$ cat src/logic/pawb_pkg.sv
// constants, classes and decode for the peripheral access wait bridge
// Operation
// - stall the cpu while a peripheral access may collide with peripheral clock activity
// - add extra waits for special registers beyond the system wait setting
// - access clocks total three plus i plus j plus (two plus j) times k
// - i from upper four bits, j from lower four bits of wait setting
// - k of one or two for counter, compare, converter mode and result reads
// - compare write: first has no factor, back-to-back write uses three or four
// - watchdog mode write while watchdog runs uses k of three
// - k of one: rt buffer write when disabled, bus status read, crc write
// - wait started under a prohibited clock stays stalled until system reset
// - plain peripheral access without wait takes three cpu clocks
package pawb_pkg;

  localparam int PADDR_W = 16;
  localparam int PDATA_W = 16;
  localparam int AXI_AW  = 8;
  localparam int K_W     = 3;
  localparam int TOT_W   = 8;

  // register map of the bus slave
  localparam logic [AXI_AW-1:0] SWC_OFF  = 8'h00;
  localparam logic [AXI_AW-1:0] STAT_OFF = 8'h04;
  localparam logic [AXI_AW-1:0] ACNT_OFF = 8'h08;
  localparam logic [7:0]        SWC_RST  = 8'h77;
  localparam logic [1:0]        RESP_OK  = 2'b00;
  localparam logic [1:0]        RESP_ERR = 2'b10;

  // access cycle formula terms
  localparam logic [TOT_W-1:0] BASE_CYC   = 8'h03;
  localparam logic [TOT_W-1:0] STROBE_ADD = 8'h02;

  // k factors
  localparam logic [K_W-1:0] K_NONE  = 3'h0;
  localparam logic [K_W-1:0] K_ONE   = 3'h1;
  localparam logic [K_W-1:0] K_TWO   = 3'h2;
  localparam logic [K_W-1:0] K_THREE = 3'h3;
  localparam logic [K_W-1:0] K_FOUR  = 3'h4;

  typedef enum logic [3:0] {
    PC_OTHER, PC_TCNT, PC_TCMP, PC_WDM, PC_RTB, PC_CMODE, PC_CRES, PC_CRESH,
    PC_SBST, PC_CRC_DATA_IN
  } pawb_class_t;

  // peripheral address windows of the special registers
  localparam logic [PADDR_W-1:0] TCNT_LO  = 16'h0100;
  localparam logic [PADDR_W-1:0] TCNT_HI  = 16'h010f;
  localparam logic [PADDR_W-1:0] TCMP_LO  = 16'h0110;
  localparam logic [PADDR_W-1:0] TCMP_HI  = 16'h012f;
  localparam logic [PADDR_W-1:0] WDM_ADR  = 16'h0200;
  localparam logic [PADDR_W-1:0] RTB_LO   = 16'h0300;
  localparam logic [PADDR_W-1:0] RTB_HI   = 16'h0301;
  localparam logic [PADDR_W-1:0] CMODE_AD = 16'h0400;
  localparam logic [PADDR_W-1:0] CRES_LO  = 16'h0410;
  localparam logic [PADDR_W-1:0] CRES_HI  = 16'h041b;
  localparam logic [PADDR_W-1:0] CRESH_LO = 16'h0420;
  localparam logic [PADDR_W-1:0] CRESH_HI = 16'h042b;
  localparam logic [PADDR_W-1:0] SBST_LO  = 16'h0500;
  localparam logic [PADDR_W-1:0] SBST_HI  = 16'h0502;
  localparam logic [PADDR_W-1:0] CRC_DATA_IN_ADR = 16'h0600;

  function automatic pawb_class_t pawb_decode(input logic [PADDR_W-1:0] a);
    pawb_class_t c;
    c = PC_OTHER;
    if (a >= TCNT_LO && a <= TCNT_HI) c = PC_TCNT;
    else if (a >= TCMP_LO && a <= TCMP_HI) c = PC_TCMP;
    else if (a == WDM_ADR) c = PC_WDM;
    else if (a >= RTB_LO && a <= RTB_HI) c = PC_RTB;
    else if (a == CMODE_AD) c = PC_CMODE;
    else if (a >= CRES_LO && a <= CRES_HI) c = PC_CRES;
    else if (a >= CRESH_LO && a <= CRESH_HI) c = PC_CRESH;
    else if (a >= SBST_LO && a <= SBST_HI) c = PC_SBST;
    else if (a == CRC_DATA_IN_ADR) c = PC_CRC_DATA_IN;
    return c;
  endfunction

endpackage

$ cat src/logic/pawb_bridge.sv
// cpu to peripheral bus bridge with access wait generation and axi4-lite control
`timescale 1ns/1ps
module pawb_bridge (
  input  wire logic                         clk,
  input  wire logic                         rstn,
  // axi4-lite control slave
  input  wire logic [pawb_pkg::AXI_AW-1:0]  s_axi_awaddr,
  input  wire logic                         s_axi_awvalid,
  output logic                              s_axi_awready,
  input  wire logic [31:0]                  s_axi_wdata,
  input  wire logic [3:0]                   s_axi_wstrb,
  input  wire logic                         s_axi_wvalid,
  output logic                              s_axi_wready,
  output logic [1:0]                        s_axi_bresp,
  output logic                              s_axi_bvalid,
  input  wire logic                         s_axi_bready,
  input  wire logic [pawb_pkg::AXI_AW-1:0]  s_axi_araddr,
  input  wire logic                         s_axi_arvalid,
  output logic                              s_axi_arready,
  output logic [31:0]                       s_axi_rdata,
  output logic [1:0]                        s_axi_rresp,
  output logic                              s_axi_rvalid,
  input  wire logic                         s_axi_rready,
  // cpu side
  input  wire logic                         cpu_req,
  input  wire logic                         cpu_we,
  input  wire logic [pawb_pkg::PADDR_W-1:0] cpu_addr,
  input  wire logic [pawb_pkg::PDATA_W-1:0] cpu_wdata,
  output logic                              cpu_wait,
  output logic                              cpu_done,
  output logic [pawb_pkg::PDATA_W-1:0]      cpu_rdata,
  // peripheral side
  input  wire logic                         pclk_in,
  output logic                              per_sel,
  output logic                              per_we,
  output logic [pawb_pkg::PADDR_W-1:0]      per_addr,
  output logic [pawb_pkg::PDATA_W-1:0]      per_wdata,
  input  wire logic [pawb_pkg::PDATA_W-1:0] per_rdata,
  // peripheral state
  input  wire logic                         wdt_running,
  input  wire logic                         rto_enable,
  input  wire logic                         sub_main_stopped,
  input  wire logic                         on_internal_osc
);
  typedef enum logic [1:0] {ST_IDLE, ST_ACCESS, ST_STUCK} pawb_state_t;

  logic                          pclk_s;
  logic                          sub_stop_s;
  logic                          int_osc_s;
  logic [pawb_pkg::PDATA_W-1:0]  prd_s;
  pawb_pkg::pawb_class_t         cls;
  logic [pawb_pkg::K_W-1:0]      k_lo;
  logic [pawb_pkg::K_W-1:0]      k_hi;
  logic [pawb_pkg::K_W-1:0]      k_sel;
  logic [3:0]                    wi;
  logic [3:0]                    wj;
  logic [pawb_pkg::TOT_W-1:0]    tot;
  logic                          prohib;

  pawb_state_t                   state_ff, nxt_state;
  logic [pawb_pkg::TOT_W-1:0]    cnt_ff, nxt_cnt;
  logic                          wait_ff, nxt_wait;
  logic                          done_ff, nxt_done;
  logic [pawb_pkg::PDATA_W-1:0]  rdata_ff, nxt_rdata;
  logic                          sel_ff, nxt_sel;
  logic                          we_ff, nxt_we;
  logic [pawb_pkg::PADDR_W-1:0]  addr_ff, nxt_addr;
  logic [pawb_pkg::PDATA_W-1:0]  wdata_ff, nxt_wdata;
  logic                          prev_cmp_ff, nxt_prev_cmp;
  logic [pawb_pkg::K_W-1:0]      k_ff, nxt_k;
  logic [pawb_pkg::TOT_W-1:0]    tot_ff, nxt_tot;
  logic [15:0]                   acnt_ff, nxt_acnt;

  logic [7:0]                    swc_ff, nxt_swc;
  logic                          aw_ff, nxt_aw;
  logic [pawb_pkg::AXI_AW-1:0]   awa_ff, nxt_awa;
  logic                          wd_ff, nxt_wd;
  logic [7:0]                    wdb_ff, nxt_wdb;
  logic                          wst_ff, nxt_wst;
  logic                          bv_ff, nxt_bv;
  logic [1:0]                    br_ff, nxt_br;
  logic                          rv_ff, nxt_rv;
  logic [31:0]                   rd_ff, nxt_rd;
  logic [1:0]                    rr_ff, nxt_rr;

  pawb_sync #(.W(1)) u_pclk_sync (.clk(clk), .rstn(rstn), .d(pclk_in), .q(pclk_s));
  pawb_sync #(.W(2)) u_ck_sync (
    .clk (clk),
    .rstn(rstn),
    .d   ({sub_main_stopped, on_internal_osc}),
    .q   ({sub_stop_s, int_osc_s})
  );
  // peripheral holds read data still through the stall; a per-bit two-flop copy
  // of a wide word could tear, and would come too late for a three-clock read
  assign prd_s = per_rdata;

  pawb_kdec u_kdec (
    .addr       (cpu_addr),
    .we         (cpu_we),
    .wdt_running(wdt_running),
    .rto_enable (rto_enable),
    .prev_cmp_wr(prev_cmp_ff),
    .cls        (cls),
    .k_lo       (k_lo),
    .k_hi       (k_hi)
  );

  // a high synced peripheral clock means an edge is near, so the short count is unsafe
  assign k_sel  = pclk_s ? k_hi : k_lo;
  assign wi     = swc_ff[7:4];
  assign wj     = swc_ff[3:0];
  assign tot    = pawb_pkg::BASE_CYC + {4'h0, wi} + {4'h0, wj}
                + 8'((pawb_pkg::STROBE_ADD + {4'h0, wj}) * {5'h0, k_sel});
  assign prohib = sub_stop_s | int_osc_s;

  // access sequencer
  always_comb begin
    nxt_state    = state_ff;
    nxt_cnt      = cnt_ff;
    nxt_done     = 1'b0;
    nxt_rdata    = rdata_ff;
    nxt_sel      = sel_ff;
    nxt_we       = we_ff;
    nxt_addr     = addr_ff;
    nxt_wdata    = wdata_ff;
    nxt_prev_cmp = prev_cmp_ff;
    nxt_k        = k_ff;
    nxt_tot      = tot_ff;
    nxt_acnt     = acnt_ff;
    case (state_ff)
      ST_IDLE: begin
        // done cycle still sees the old request, so it is not taken again
        if (cpu_req && !done_ff) begin
          nxt_acnt = acnt_ff + 16'h0001;
          if (prohib && (k_hi != pawb_pkg::K_NONE)) begin
            nxt_state = ST_STUCK;
          end else begin
            nxt_state    = ST_ACCESS;
            nxt_cnt      = tot - 8'h02;
            nxt_sel      = 1'b1;
            nxt_we       = cpu_we;
            nxt_addr     = cpu_addr;
            nxt_wdata    = cpu_wdata;
            nxt_prev_cmp = cpu_we && (cls == pawb_pkg::PC_TCMP);
            nxt_k        = k_sel;
            nxt_tot      = tot;
          end
        end
      end
      ST_ACCESS: begin
        if (cnt_ff == 8'h00) begin
          nxt_state = ST_IDLE;
          nxt_done  = 1'b1;
          nxt_sel   = 1'b0;
          if (!we_ff) nxt_rdata = prd_s;
        end else begin
          nxt_cnt = cnt_ff - 8'h01;
        end
      end
      ST_STUCK: nxt_state = ST_STUCK;
      default:  nxt_state = ST_IDLE;
    endcase
    nxt_wait = (nxt_state != ST_IDLE);
  end

  always_ff @(posedge clk or negedge rstn) begin
    if (!rstn) begin
      state_ff    <= ST_IDLE;
      cnt_ff      <= '0;
      wait_ff     <= 1'b0;
      done_ff     <= 1'b0;
      rdata_ff    <= '0;
      sel_ff      <= 1'b0;
      we_ff       <= 1'b0;
      addr_ff     <= '0;
      wdata_ff    <= '0;
      prev_cmp_ff <= 1'b0;
      k_ff        <= '0;
      tot_ff      <= '0;
      acnt_ff     <= '0;
    end else begin
      state_ff    <= nxt_state;
      cnt_ff      <= nxt_cnt;
      wait_ff     <= nxt_wait;
      done_ff     <= nxt_done;
      rdata_ff    <= nxt_rdata;
      sel_ff      <= nxt_sel;
      we_ff       <= nxt_we;
      addr_ff     <= nxt_addr;
      wdata_ff    <= nxt_wdata;
      prev_cmp_ff <= nxt_prev_cmp;
      k_ff        <= nxt_k;
      tot_ff      <= nxt_tot;
      acnt_ff     <= nxt_acnt;
    end
  end

  // axi4-lite slave, one write and one read in flight
  always_comb begin
    nxt_swc = swc_ff;
    nxt_aw  = aw_ff;
    nxt_awa = awa_ff;
    nxt_wd  = wd_ff;
    nxt_wdb = wdb_ff;
    nxt_wst = wst_ff;
    nxt_bv  = bv_ff;
    nxt_br  = br_ff;
    nxt_rv  = rv_ff;
    nxt_rd  = rd_ff;
    nxt_rr  = rr_ff;
    if (s_axi_awvalid && !aw_ff && !bv_ff) begin
      nxt_aw  = 1'b1;
      nxt_awa = s_axi_awaddr;
    end
    if (s_axi_wvalid && !wd_ff && !bv_ff) begin
      nxt_wd  = 1'b1;
      nxt_wdb = s_axi_wdata[7:0];
      nxt_wst = s_axi_wstrb[0];
    end
    if (aw_ff && wd_ff) begin
      nxt_aw = 1'b0;
      nxt_wd = 1'b0;
      nxt_bv = 1'b1;
      nxt_br = pawb_pkg::RESP_OK;
      if (awa_ff == pawb_pkg::SWC_OFF) begin
        if (wst_ff) nxt_swc = wdb_ff;
      end else if (awa_ff != pawb_pkg::STAT_OFF && awa_ff != pawb_pkg::ACNT_OFF) begin
        nxt_br = pawb_pkg::RESP_ERR;
      end
    end
    if (bv_ff && s_axi_bready) nxt_bv = 1'b0;
    if (s_axi_arvalid && !rv_ff) begin
      nxt_rv = 1'b1;
      nxt_rr = pawb_pkg::RESP_OK;
      case (s_axi_araddr)
        pawb_pkg::SWC_OFF:  nxt_rd = {24'h000000, swc_ff};
        pawb_pkg::STAT_OFF: nxt_rd = {16'h0000, (state_ff == ST_STUCK), wait_ff,
                                      prev_cmp_ff, 2'h0, k_ff, tot_ff};
        pawb_pkg::ACNT_OFF: nxt_rd = {16'h0000, acnt_ff};
        default: begin
          nxt_rd = 32'h00000000;
          nxt_rr = pawb_pkg::RESP_ERR;
        end
      endcase
    end else if (rv_ff && s_axi_rready) begin
      nxt_rv = 1'b0;
    end
  end

  always_ff @(posedge clk or negedge rstn) begin
    if (!rstn) begin
      swc_ff <= pawb_pkg::SWC_RST;
      aw_ff  <= 1'b0;
      awa_ff <= '0;
      wd_ff  <= 1'b0;
      wdb_ff <= '0;
      wst_ff <= 1'b0;
      bv_ff  <= 1'b0;
      br_ff  <= '0;
      rv_ff  <= 1'b0;
      rd_ff  <= '0;
      rr_ff  <= '0;
    end else begin
      swc_ff <= nxt_swc;
      aw_ff  <= nxt_aw;
      awa_ff <= nxt_awa;
      wd_ff  <= nxt_wd;
      wdb_ff <= nxt_wdb;
      wst_ff <= nxt_wst;
      bv_ff  <= nxt_bv;
      br_ff  <= nxt_br;
      rv_ff  <= nxt_rv;
      rd_ff  <= nxt_rd;
      rr_ff  <= nxt_rr;
    end
  end

  assign s_axi_awready = ~aw_ff & ~bv_ff;
  assign s_axi_wready  = ~wd_ff & ~bv_ff;
  assign s_axi_bvalid  = bv_ff;
  assign s_axi_bresp   = br_ff;
  assign s_axi_arready = ~rv_ff;
  assign s_axi_rvalid  = rv_ff;
  assign s_axi_rdata   = rd_ff;
  assign s_axi_rresp   = rr_ff;
  assign cpu_wait      = wait_ff;
  assign cpu_done      = done_ff;
  assign cpu_rdata     = rdata_ff;
  assign per_sel       = sel_ff;
  assign per_we        = we_ff;
  assign per_addr      = addr_ff;
  assign per_wdata     = wdata_ff;

  // cycles since the access was taken, only for checking
  logic [pawb_pkg::TOT_W-1:0] len_ff;
  always_ff @(posedge clk or negedge rstn) begin
    if (!rstn) len_ff <= '0;
    else if (state_ff == ST_IDLE) len_ff <= 8'h01;
    else len_ff <= len_ff + 8'h01;
  end

  total_len_a: assert property (@(posedge clk) disable iff (!rstn)
    $rose(done_ff) |-> len_ff == tot_ff)
    else $error("access length differs from formula");
  stall_hold_a: assert property (@(posedge clk) disable iff (!rstn)
    state_ff == ST_ACCESS |-> wait_ff && !done_ff)
    else $error("cpu not stalled during access");
  stuck_stay_a: assert property (@(posedge clk) disable iff (!rstn)
    state_ff == ST_STUCK |=> state_ff == ST_STUCK && wait_ff)
    else $error("stuck stall released without reset");
  prohib_stuck_a: assert property (@(posedge clk) disable iff (!rstn)
    state_ff == ST_IDLE && cpu_req && !done_ff && prohib && k_hi != pawb_pkg::K_NONE
    |=> state_ff == ST_STUCK)
    else $error("prohibited access did not stall");
  plain_three_a: assert property (@(posedge clk) disable iff (!rstn)
    state_ff == ST_IDLE && cpu_req && !done_ff && !prohib && k_hi == pawb_pkg::K_NONE
    && swc_ff == 8'h00 |-> ##3 done_ff)
    else $error("plain access not three clocks");
  cmp_first_a: assert property (@(posedge clk) disable iff (!rstn)
    cls == pawb_pkg::PC_TCMP && cpu_we && !prev_cmp_ff |-> k_hi == pawb_pkg::K_NONE)
    else $error("first compare write got extra factor");
  phase_k_a: assert property (@(posedge clk) disable iff (!rstn)
    state_ff == ST_IDLE && cpu_req && !done_ff && pclk_s && !prohib
    |=> k_ff == $past(k_hi))
    else $error("larger k not chosen on late phase");
  addr_held_a: assert property (@(posedge clk) disable iff (!rstn)
    state_ff == ST_ACCESS |=> $stable(addr_ff) && $stable(we_ff))
    else $error("peripheral address changed in stall");
  wdt_k_a: assert property (@(posedge clk) disable iff (!rstn)
    cls == pawb_pkg::PC_WDM && cpu_we && wdt_running |-> k_lo == pawb_pkg::K_THREE)
    else $error("watchdog write factor wrong");
  bvalid_hold_a: assert property (@(posedge clk) disable iff (!rstn)
    bv_ff && !s_axi_bready |=> bv_ff)
    else $error("write response dropped");

  cov_extra_c: cover property (@(posedge clk) disable iff (!rstn) $rose(done_ff) && k_ff != 3'h0);
  cov_cmp_c:   cover property (@(posedge clk) disable iff (!rstn) k_ff == pawb_pkg::K_FOUR);
  cov_stuck_c: cover property (@(posedge clk) disable iff (!rstn) state_ff == ST_STUCK);
endmodule // pawb_bridge

$ cat src/logic/pawb_kdec.sv
// classifies a peripheral access and gives its smaller and larger k factor
`timescale 1ns/1ps
module pawb_kdec (
  input  wire logic [pawb_pkg::PADDR_W-1:0] addr,
  input  wire logic                         we,
  input  wire logic                         wdt_running,
  input  wire logic                         rto_enable,
  input  wire logic                         prev_cmp_wr,
  output pawb_pkg::pawb_class_t             cls,
  output logic [pawb_pkg::K_W-1:0]          k_lo,
  output logic [pawb_pkg::K_W-1:0]          k_hi
);
  always_comb begin
    cls  = pawb_pkg::pawb_decode(addr);
    k_lo = pawb_pkg::K_NONE;
    k_hi = pawb_pkg::K_NONE;
    case (cls)
      pawb_pkg::PC_TCNT, pawb_pkg::PC_CMODE, pawb_pkg::PC_CRES, pawb_pkg::PC_CRESH: begin
        if (!we) begin
          k_lo = pawb_pkg::K_ONE;
          k_hi = pawb_pkg::K_TWO;
        end
      end
      pawb_pkg::PC_TCMP: begin
        if (!we) begin
          k_lo = pawb_pkg::K_ONE;
          k_hi = pawb_pkg::K_TWO;
        end else if (prev_cmp_wr) begin
          k_lo = pawb_pkg::K_THREE;
          k_hi = pawb_pkg::K_FOUR;
        end
      end
      pawb_pkg::PC_WDM: begin
        if (we && wdt_running) begin
          k_lo = pawb_pkg::K_THREE;
          k_hi = pawb_pkg::K_THREE;
        end
      end
      pawb_pkg::PC_RTB: begin
        if (we && !rto_enable) begin
          k_lo = pawb_pkg::K_ONE;
          k_hi = pawb_pkg::K_ONE;
        end
      end
      pawb_pkg::PC_SBST: begin
        if (!we) begin
          k_lo = pawb_pkg::K_ONE;
          k_hi = pawb_pkg::K_ONE;
        end
      end
      pawb_pkg::PC_CRC_DATA_IN: begin
        if (we) begin
          k_lo = pawb_pkg::K_ONE;
          k_hi = pawb_pkg::K_ONE;
        end
      end
      default: begin
        k_lo = pawb_pkg::K_NONE;
        k_hi = pawb_pkg::K_NONE;
      end
    endcase
  end
endmodule // pawb_kdec

$ cat src/logic/pawb_sync.sv
// two-flop synchroniser for inputs from the peripheral clock domain and pins
`timescale 1ns/1ps
module pawb_sync #(
  parameter int W = 1
) (
  input  wire logic         clk,
  input  wire logic         rstn,
  input  wire logic [W-1:0] d,
  output logic      [W-1:0] q
);
  logic [W-1:0] meta_ff;
  logic [W-1:0] q_ff;

  always_ff @(posedge clk or negedge rstn) begin
    if (!rstn) begin
      meta_ff <= '0;
      q_ff    <= '0;
    end else begin
      meta_ff <= d;
      q_ff    <= meta_ff;
    end
  end

  assign q = q_ff;
endmodule // pawb_sync

$ cat config.mk
export PLATFORM = sky130hd
export DESIGN_NAME = pawb_bridge
export DESIGN_NICKNAME = d
export VERILOG_FILES = /design/src/logic/pawb_pkg.sv /design/src/logic/pawb_bridge.sv /design/src/logic/pawb_kdec.sv /design/src/logic/pawb_sync.sv
export SDC_FILE = /design/constraint.sdc
export NUM_CORES = 1
export LEC_CHECK = 0
export ABC_AREA = 1
export BUFFER_PORTS_ARGS = -buffer_cell sky130_fd_sc_hd__buf_4
export CORE_UTILIZATION = 50
export CTS_CLUSTER_DIAMETER = 60
export DETAILED_ROUTE_END_ITERATION = 7
export HOLD_SLACK_MARGIN = 0.15
export PLACE_DENSITY = 0.76
export REMOVE_ABC_BUFFERS = 1
export SYNTH_ARGS = -nofsm -noshare
export SYNTH_HDL_FRONTEND = slang
export SYNTH_SLANG_ARGS = --single-unit
$ cat constraint.sdc
create_clock -name clk -period 5.32 [get_ports clk]
set_input_delay 1.596 -clock clk [delete_from_list [all_inputs] [get_ports clk]]
set_output_delay 1.596 -clock clk [all_outputs]
set_load 0.01 [all_outputs]
# After elaboration in Yosys (flattened, before gate mapping)
# Index checks and enable logic that the tools add are counted.
dict set report classes {
  n_addsub 7
  n_mul 1
  n_lt_le_gt_ge 12
  n_eq_ne 22
  mux 47
  bitwise_logic 9
  n_reduce_logical 46
}
# operator count
set ops {}
lappend ops {{16-bit by 11-bit >= comparator with 1-bit output (second input constant)} 3}
lappend ops {{16-bit by 11-bit <= comparator with 1-bit output (second input constant)} 3}
lappend ops {{16-bit case mux with 3 select lines} 1}
lappend ops {{4-bit 2-to-1 mux} 9}
lappend ops {{16-bit by 11-bit equality test with 1-bit output (second input constant)} 2}
lappend ops {{16-bit by 9-bit >= comparator with 1-bit output (second input constant)} 2}
lappend ops {{16-bit by 9-bit <= comparator with 1-bit output (second input constant)} 2}
lappend ops {{8-bit zero test} 3}
lappend ops {{8-bit 2-to-1 mux} 3}
lappend ops {{1-bit logical AND} 20}
lappend ops {{2-bit 2-to-1 mux} 9}
lappend ops {{3-bit case mux with 6 select lines} 1}
lappend ops {{16-bit by 1-bit adder with 16-bit output (second input constant)} 1}
lappend ops {{16-bit by 10-bit equality test with 1-bit output (second input constant)} 1}
lappend ops {{4-bit by 3-bit equality test with 1-bit output (second input constant)} 4}
lappend ops {{16-bit by 10-bit >= comparator with 1-bit output (second input constant)} 1}
lappend ops {{16-bit by 10-bit <= comparator with 1-bit output (second input constant)} 1}
lappend ops {{1-bit 2-to-1 mux} 16}
lappend ops {{8-bit case mux with 2 select lines} 1}
lappend ops {{3-bit case mux with 5 select lines} 1}
lappend ops {{3-bit 2-to-1 mux} 4}
lappend ops {{2-bit nonzero test} 6}
lappend ops {{2-bit by 4-bit adder with 5-bit output (first input constant)} 2}
lappend ops {{3-bit AND reduction} 3}
lappend ops {{28 further kinds} 45}
dict set report word_totals {
  reg_bits 161
  input_bits 114
  out_inout_bits 93
  word_cells 172
}

# Depth between registers and ports, before layout
dict set report logic_depth {
  depth_word 20
  depth_mapped 37
  ltp_nobuf 37
}

# Hierarchy
# A second synthesis with hierarchy kept.
dict set report unflattened {
  hier_cells 951
  hier_area_um2 7737.4
}
# mod n_inst cells_each area_per_inst_um2 seq_area_each_um2
set by_module_without_submodules {}
lappend by_module_without_submodules {pawb_bridge 1 815 6945.4 3435.8}
lappend by_module_without_submodules {pawb_kdec 1 130 641.9 0.0}
lappend by_module_without_submodules {{pawb_sync at u_ck_sync} 1 4 100.1 100.1}
lappend by_module_without_submodules {{pawb_sync at u_pclk_sync} 1 2 50.0 50.0}

# Least setup slack after synthesis
# No wires, ideal clock.
dict set report synth_timing {
  path_type {input to register}
  start {input cpu_addr[12] (netlist name)}
  end {register cnt_ff[6] (netlist name)}
  setup_time_ps 67
  arrival_time_ps 6141
  path_slack_ps -888
  path_stages 34
  n_path_buf 0
  path_cell_list {nor2_1 > nand2_2 > inv_2 > nand2_1 > nor2_1 > nand3_1 > nand2_1 > inv_1 > nand3_1 > nor2_1 > nand2_1 > nand4_1 > nand2_1 > inv_1 > nand2_1 > nand2_1 > nand2_1 > fa_1 > fa_1 > inv_1 > fa_1 > ha_1 > a21oi_1 > nand2_1 > nand2_1 > nand2_1 > a21oi_1 > xor2_1 > inv_1 > o21ai_0 > nand3_1 > nand2_1 > nand4_1 > nand2_1}
}
dict set report synth_between {
  elab_chain_cells 20
  elab_cells_between_ends 54
  classes_between {add/sub (2); mul (1); order compare (12); eq/ne (13); mux (15); reduce/logical (11)}
}
# element line_no
set synth_lines {}
lappend synth_lines {{start, declared} pawb_bridge.sv:27} ;# input wire logic [pawb_pkg::PADDR_W-1:0] cpu_addr,
lappend synth_lines {{16-bit by 11-bit >= comparator with 1-bit output (tied with other cells)} pawb_pkg.sv:72} ;# else if (a >= SBST_LO && a <= SBST_HI) c = PC_SBST;
lappend synth_lines {{1-bit logical AND or 4-bit 2-to-1 mux (tied branches)} {pawb_pkg.sv:72, pawb_pkg.sv:73}}
lappend synth_lines {{4-bit 2-to-1 mux} pawb_pkg.sv:72}
lappend synth_lines {{4-bit 2-to-1 mux} pawb_pkg.sv:71} ;# else if (a >= CRESH_LO && a <= CRESH_HI) c = PC_CRESH;
lappend synth_lines {{4-bit 2-to-1 mux} pawb_pkg.sv:70} ;# else if (a >= CRES_LO && a <= CRES_HI) c = PC_CRES;
lappend synth_lines {{4-bit 2-to-1 mux} pawb_pkg.sv:69} ;# else if (a == CMODE_AD) c = PC_CMODE;
lappend synth_lines {{4-bit 2-to-1 mux} pawb_pkg.sv:68} ;# else if (a >= RTB_LO && a <= RTB_HI) c = PC_RTB;
lappend synth_lines {{4-bit 2-to-1 mux} pawb_pkg.sv:67} ;# else if (a == WDM_ADR) c = PC_WDM;
lappend synth_lines {{[4 not listed]} n/a}
lappend synth_lines {{3-bit case mux with 5 select lines or 3-bit case mux with 6 select lines (tied branches)} pawb_kdec.sv:17} ;# case (cls)
lappend synth_lines {{3-bit 2-to-1 mux} pawb_bridge.sv:109} ;# assign k_sel = pclk_s ? k_hi : k_lo;
lappend synth_lines {{5-bit by 3-bit multiplier with 8-bit output} pawb_bridge.sv:113} ;# + 8'((pawb_pkg::STROBE_ADD + {4'h0, wj}) * {5'h0, k_sel});
lappend synth_lines {{6-bit by 8-bit adder with 8-bit output} pawb_bridge.sv:113}
lappend synth_lines {{8-bit by 2-bit subtractor with 8-bit output} pawb_bridge.sv:139} ;# nxt_cnt = tot - 8'h02;
lappend synth_lines {{8-bit 2-to-1 mux} pawb_bridge.sv:135} ;# if (prohib && (k_hi != pawb_pkg::K_NONE)) begin
lappend synth_lines {{8-bit 2-to-1 mux} pawb_bridge.sv:133} ;# if (cpu_req && !done_ff) begin
lappend synth_lines {{8-bit case mux with 2 select lines} pawb_bridge.sv:130} ;# case (state_ff)
lappend synth_lines {{end signal, assigned} pawb_bridge.sv:183} ;# cnt_ff <= nxt_cnt;
lappend synth_lines {{end, declared} pawb_bridge.sv:61} ;# logic [pawb_pkg::TOT_W-1:0] cnt_ff, nxt_cnt;
# Mark *: on every way between the ends. The rest lies on a longest branch, timed or not. The select of a mux whose other input is x is not followed.
# A chain may end at the register's enable or synchronous reset.

# Final worst setup path
dict set report layout_timing {
  start {input cpu_addr[7] (netlist name)}
  end {register cnt_ff[5] (netlist name)}
}
# The elaborated chain is that of the path after synthesis.

==> impl_results.md <==
- Ys async rst share: 1.00
- Commonest non-fill, non-tap cell in the layout: buf_4
- Hold path depth: 0
- Skew final: 6.75 ps
- Tmin final: between 6000 and 7000 ps
- Share of layout cells above drive strength 1: 0.463
- Total GRT Usage: 0.247
- Worst-path fanout max: 4
- Drc violations: 0
- Clock Latency Late Sink: 420 ps
- Logic pwr share: 0.426
- Htree depth: 4
- Max stage delay on crit path: 550 ps
- Pre-antenna DRT Iters: 5
- Status: finished, violations left
- Clock power frac: 0.281
- Placed Area: roughly 9800 um2
- Hold_ws: around 350 ps
- Arrival time worst endpoint: between 6000 and 7000 ps
- CP Data Required Time: roughly 5700 ps
- RePlAce Congestion: 0.827
- Final Power: 4.43 mW
- Via density: 5.04
- Pin count of the biggest net entering global routing: just over 90
- Antenna Cells: 0
- Max Clk Rate: 162 MHz
- First-pass GRT wire length: 31.7 mm
- Antenna violations before repair: 0
- Critical path origin: cpu_addr[7]
- Sw Share: 0.334
- Synthesized flop and latch total: 143
- Std cell rows: between 40 and 50
- Relative slew slack: 0.396
- GR Overflow Total: 0
- Max-slew violation count: 0
- Fill count: between 1k and 1.5k
- Detail Route Antenna Nets: 0
- Sw power: around 1.5 mW
- IO Port Bufs: 161
- Most used cell, CP: nand2_2
- Final Hold Violating Endpoints: 0
- Setup_tns: -6540 ps
- Fin crit share: 1.16
- I/O Pins: roughly 210
- Chip Height: 128 um
- Post-synth top flop: dfrtp_1
- CTS buffer count: 17
- Buf+Inv Stages, Crit Path: 5
- Cells after Synth: 882
- Post-synth EDFFs: 0
- Routed WL: 20.2 mm
- Crit path max-delay family: adder cells
- Leak: 5.71 nW
- Reg-to-reg setup timing slack: ~920 ps
- Worst Reg-to-Reg Cells: 22
- PnR worst setup slack: -865 ps
- Sequential cell fraction of total power: 0.292
- Reg2reg start: u_pclk_sync.q
- P per Cell Area: 397 nW/um2
- WP depth: 31
- CTS tree: built
- Yosys warning total: 0
- P&R area growth vs syn: 40.8%
- Max cap viols: 0
- Layout net count: 1,297
- Area of the multi-input gates: 4110 um2
- Min-Delay Startpoint: u_ck_sync.meta_ff[1]
- Initial DRC Count: slightly below 400
- Final setup fails: 12
- Initial Utilization: 0.517
- Core ar.: 15,300 um2
- Reg-to-Reg End: cnt_ff[5]
- Failing checks: setup timing
- Synthesized area: 7920 um2
- Hpwl dp: 13.2 mm
- Die X: 128 um
- Design area: 11,100 um2
- End of the critical path: cnt_ff[5]
- Clock root buffer: clkbuf_16
- DR WL/cell: roughly 15 um
- Crit end category: register
- Syn avg cell area: around 9.0 um2
- Total clock sinks: 143
- Clock buffer depth: 2
- RSZ-0062 raised after global routing: true
- Startpoint type of the worst setup path: input port
- Synth unique cells: 45
- Commonest cells after routing, fill and taps aside: 254 x buf_4, 137 x dfrtp_1, 131 x nand2_1, 110 x inv_1, 68 x nand2_2
- Critical setup path kind: in -> reg
- Reg clk slew, reported paths: 60 ps
- P_int: 2.95 mW
- Post-layout util: 0.728
- Die area: about 16,000 um2
- Worst IR Drop VDD: 0.418 mV
- Slowest-stage cell, CP: fa_1
- Routed via count: 6,939
- HP Class: reg -> reg
- Register area: 3590 um2
- Post-synthesis sequential area ratio: 0.453
- Vias in the first global route: 6,839
- Least-Margin Pin Slew: 899 ps
sequential cells by signal (all words and copies together) (netlist names), 2 cells and up:
register,flops
per_wdata,16
s_axi_rdata,16
state_ff,2
cpu_rdata,16
awa_ff,8
u_ck_sync.meta_ff,2
cnt_ff,8
acnt_ff,16
u_ck_sync.q,2
swc_ff,8
k_ff,3
wdb_ff,8
per_addr,16
tot_ff,8
Yosys cell counts, types with 5 or more instances:
library cell    n  area [um2]
nor2_2          5        31.3
a21oi_1        37         185
mux2_2         30         338
inv_1         118         443
dfstp_2         6         158
ha_1           18         225
nand4_1        18         113
buf_6           9         101
xor2_1         20         175
clkbuf_1        7        26.3
o21ai_2        46         403
dfrtp_1       137        3430
nand3_1        41         205
o21ai_0        33         165
nor2_1         65         244
nor2_4          5        56.3
nand2_2        53         332
buf_4          18         135
nor3_1         12        60.1
nand2_1       153         574
fa_1           10         200
power by group through the flow:
stage,Combinational [mW],Clock [mW],Sequential (mW)
2_1_floorplan,0.765,0,1.29
3_3_place_gp,1.32,0,1.30
3_5_place_dp,1.34,0,1.31
4_1_cts,1.53,1.26,1.29
5_1_grt,2.02,1.31,1.31
6_report,1.89,1.25,1.29
metal layers:
layer  up-vias  track usage  share of wire
met2       248        0.408           0.49
met1      3281        0.317           0.43
met4         0       0.0997          0.031
li1       3355            -              -
met3        55       0.0505          0.051
met5         -            0              0
logic make-up after synthesis:
logic type               after synthesis  synth area share
AND/OR/NAND/NOR                      369             0.223
buffers and inverters                157            0.0916
flip-flops                           143             0.453
AO/OA/AOI/OAI                        130             0.110
multiplexers                          30            0.0426
adder cells (fa/ha/maj)               28            0.0537
XOR/XNOR                              24            0.0265
other                                  1          0.000473
final cells by class:
type	count	area share
multi-input cells	599	0.369
repair buffers	272	0.190
inverters	122	0.0411
flip-flops and latches	143	0.322
well taps	211	0.0237
clock inverters	10	0.0146
clock buffers	19	0.0397
worst min path at each step:
stage                           endpoint
after global placement    u_ck_sync.q[1]
final                     u_ck_sync.q[1]
after floorplan           u_ck_sync.q[0]
after global routing      u_ck_sync.q[1]
after detailed placement  u_ck_sync.q[1]
after CTS                 u_ck_sync.q[1]
repair_timing:
action                     in CTS  in global routing
setup endpoints to repair      12                 13
pin swaps                      52                 54
hold buffers                    0                  0
gates resized for setup        72                 53
buffers inserted               17                 13
through the flow:
step | setup slack (ps) | instances
floorplan | -890 | 864
global placement | -1300 | 1320
detailed placement | -1380 | 1320
CTS | -498 | 1363
global route | -1130 | 1376
finish | -865 | 1376
No activity file was read; power rests on OpenSTA's default activity.
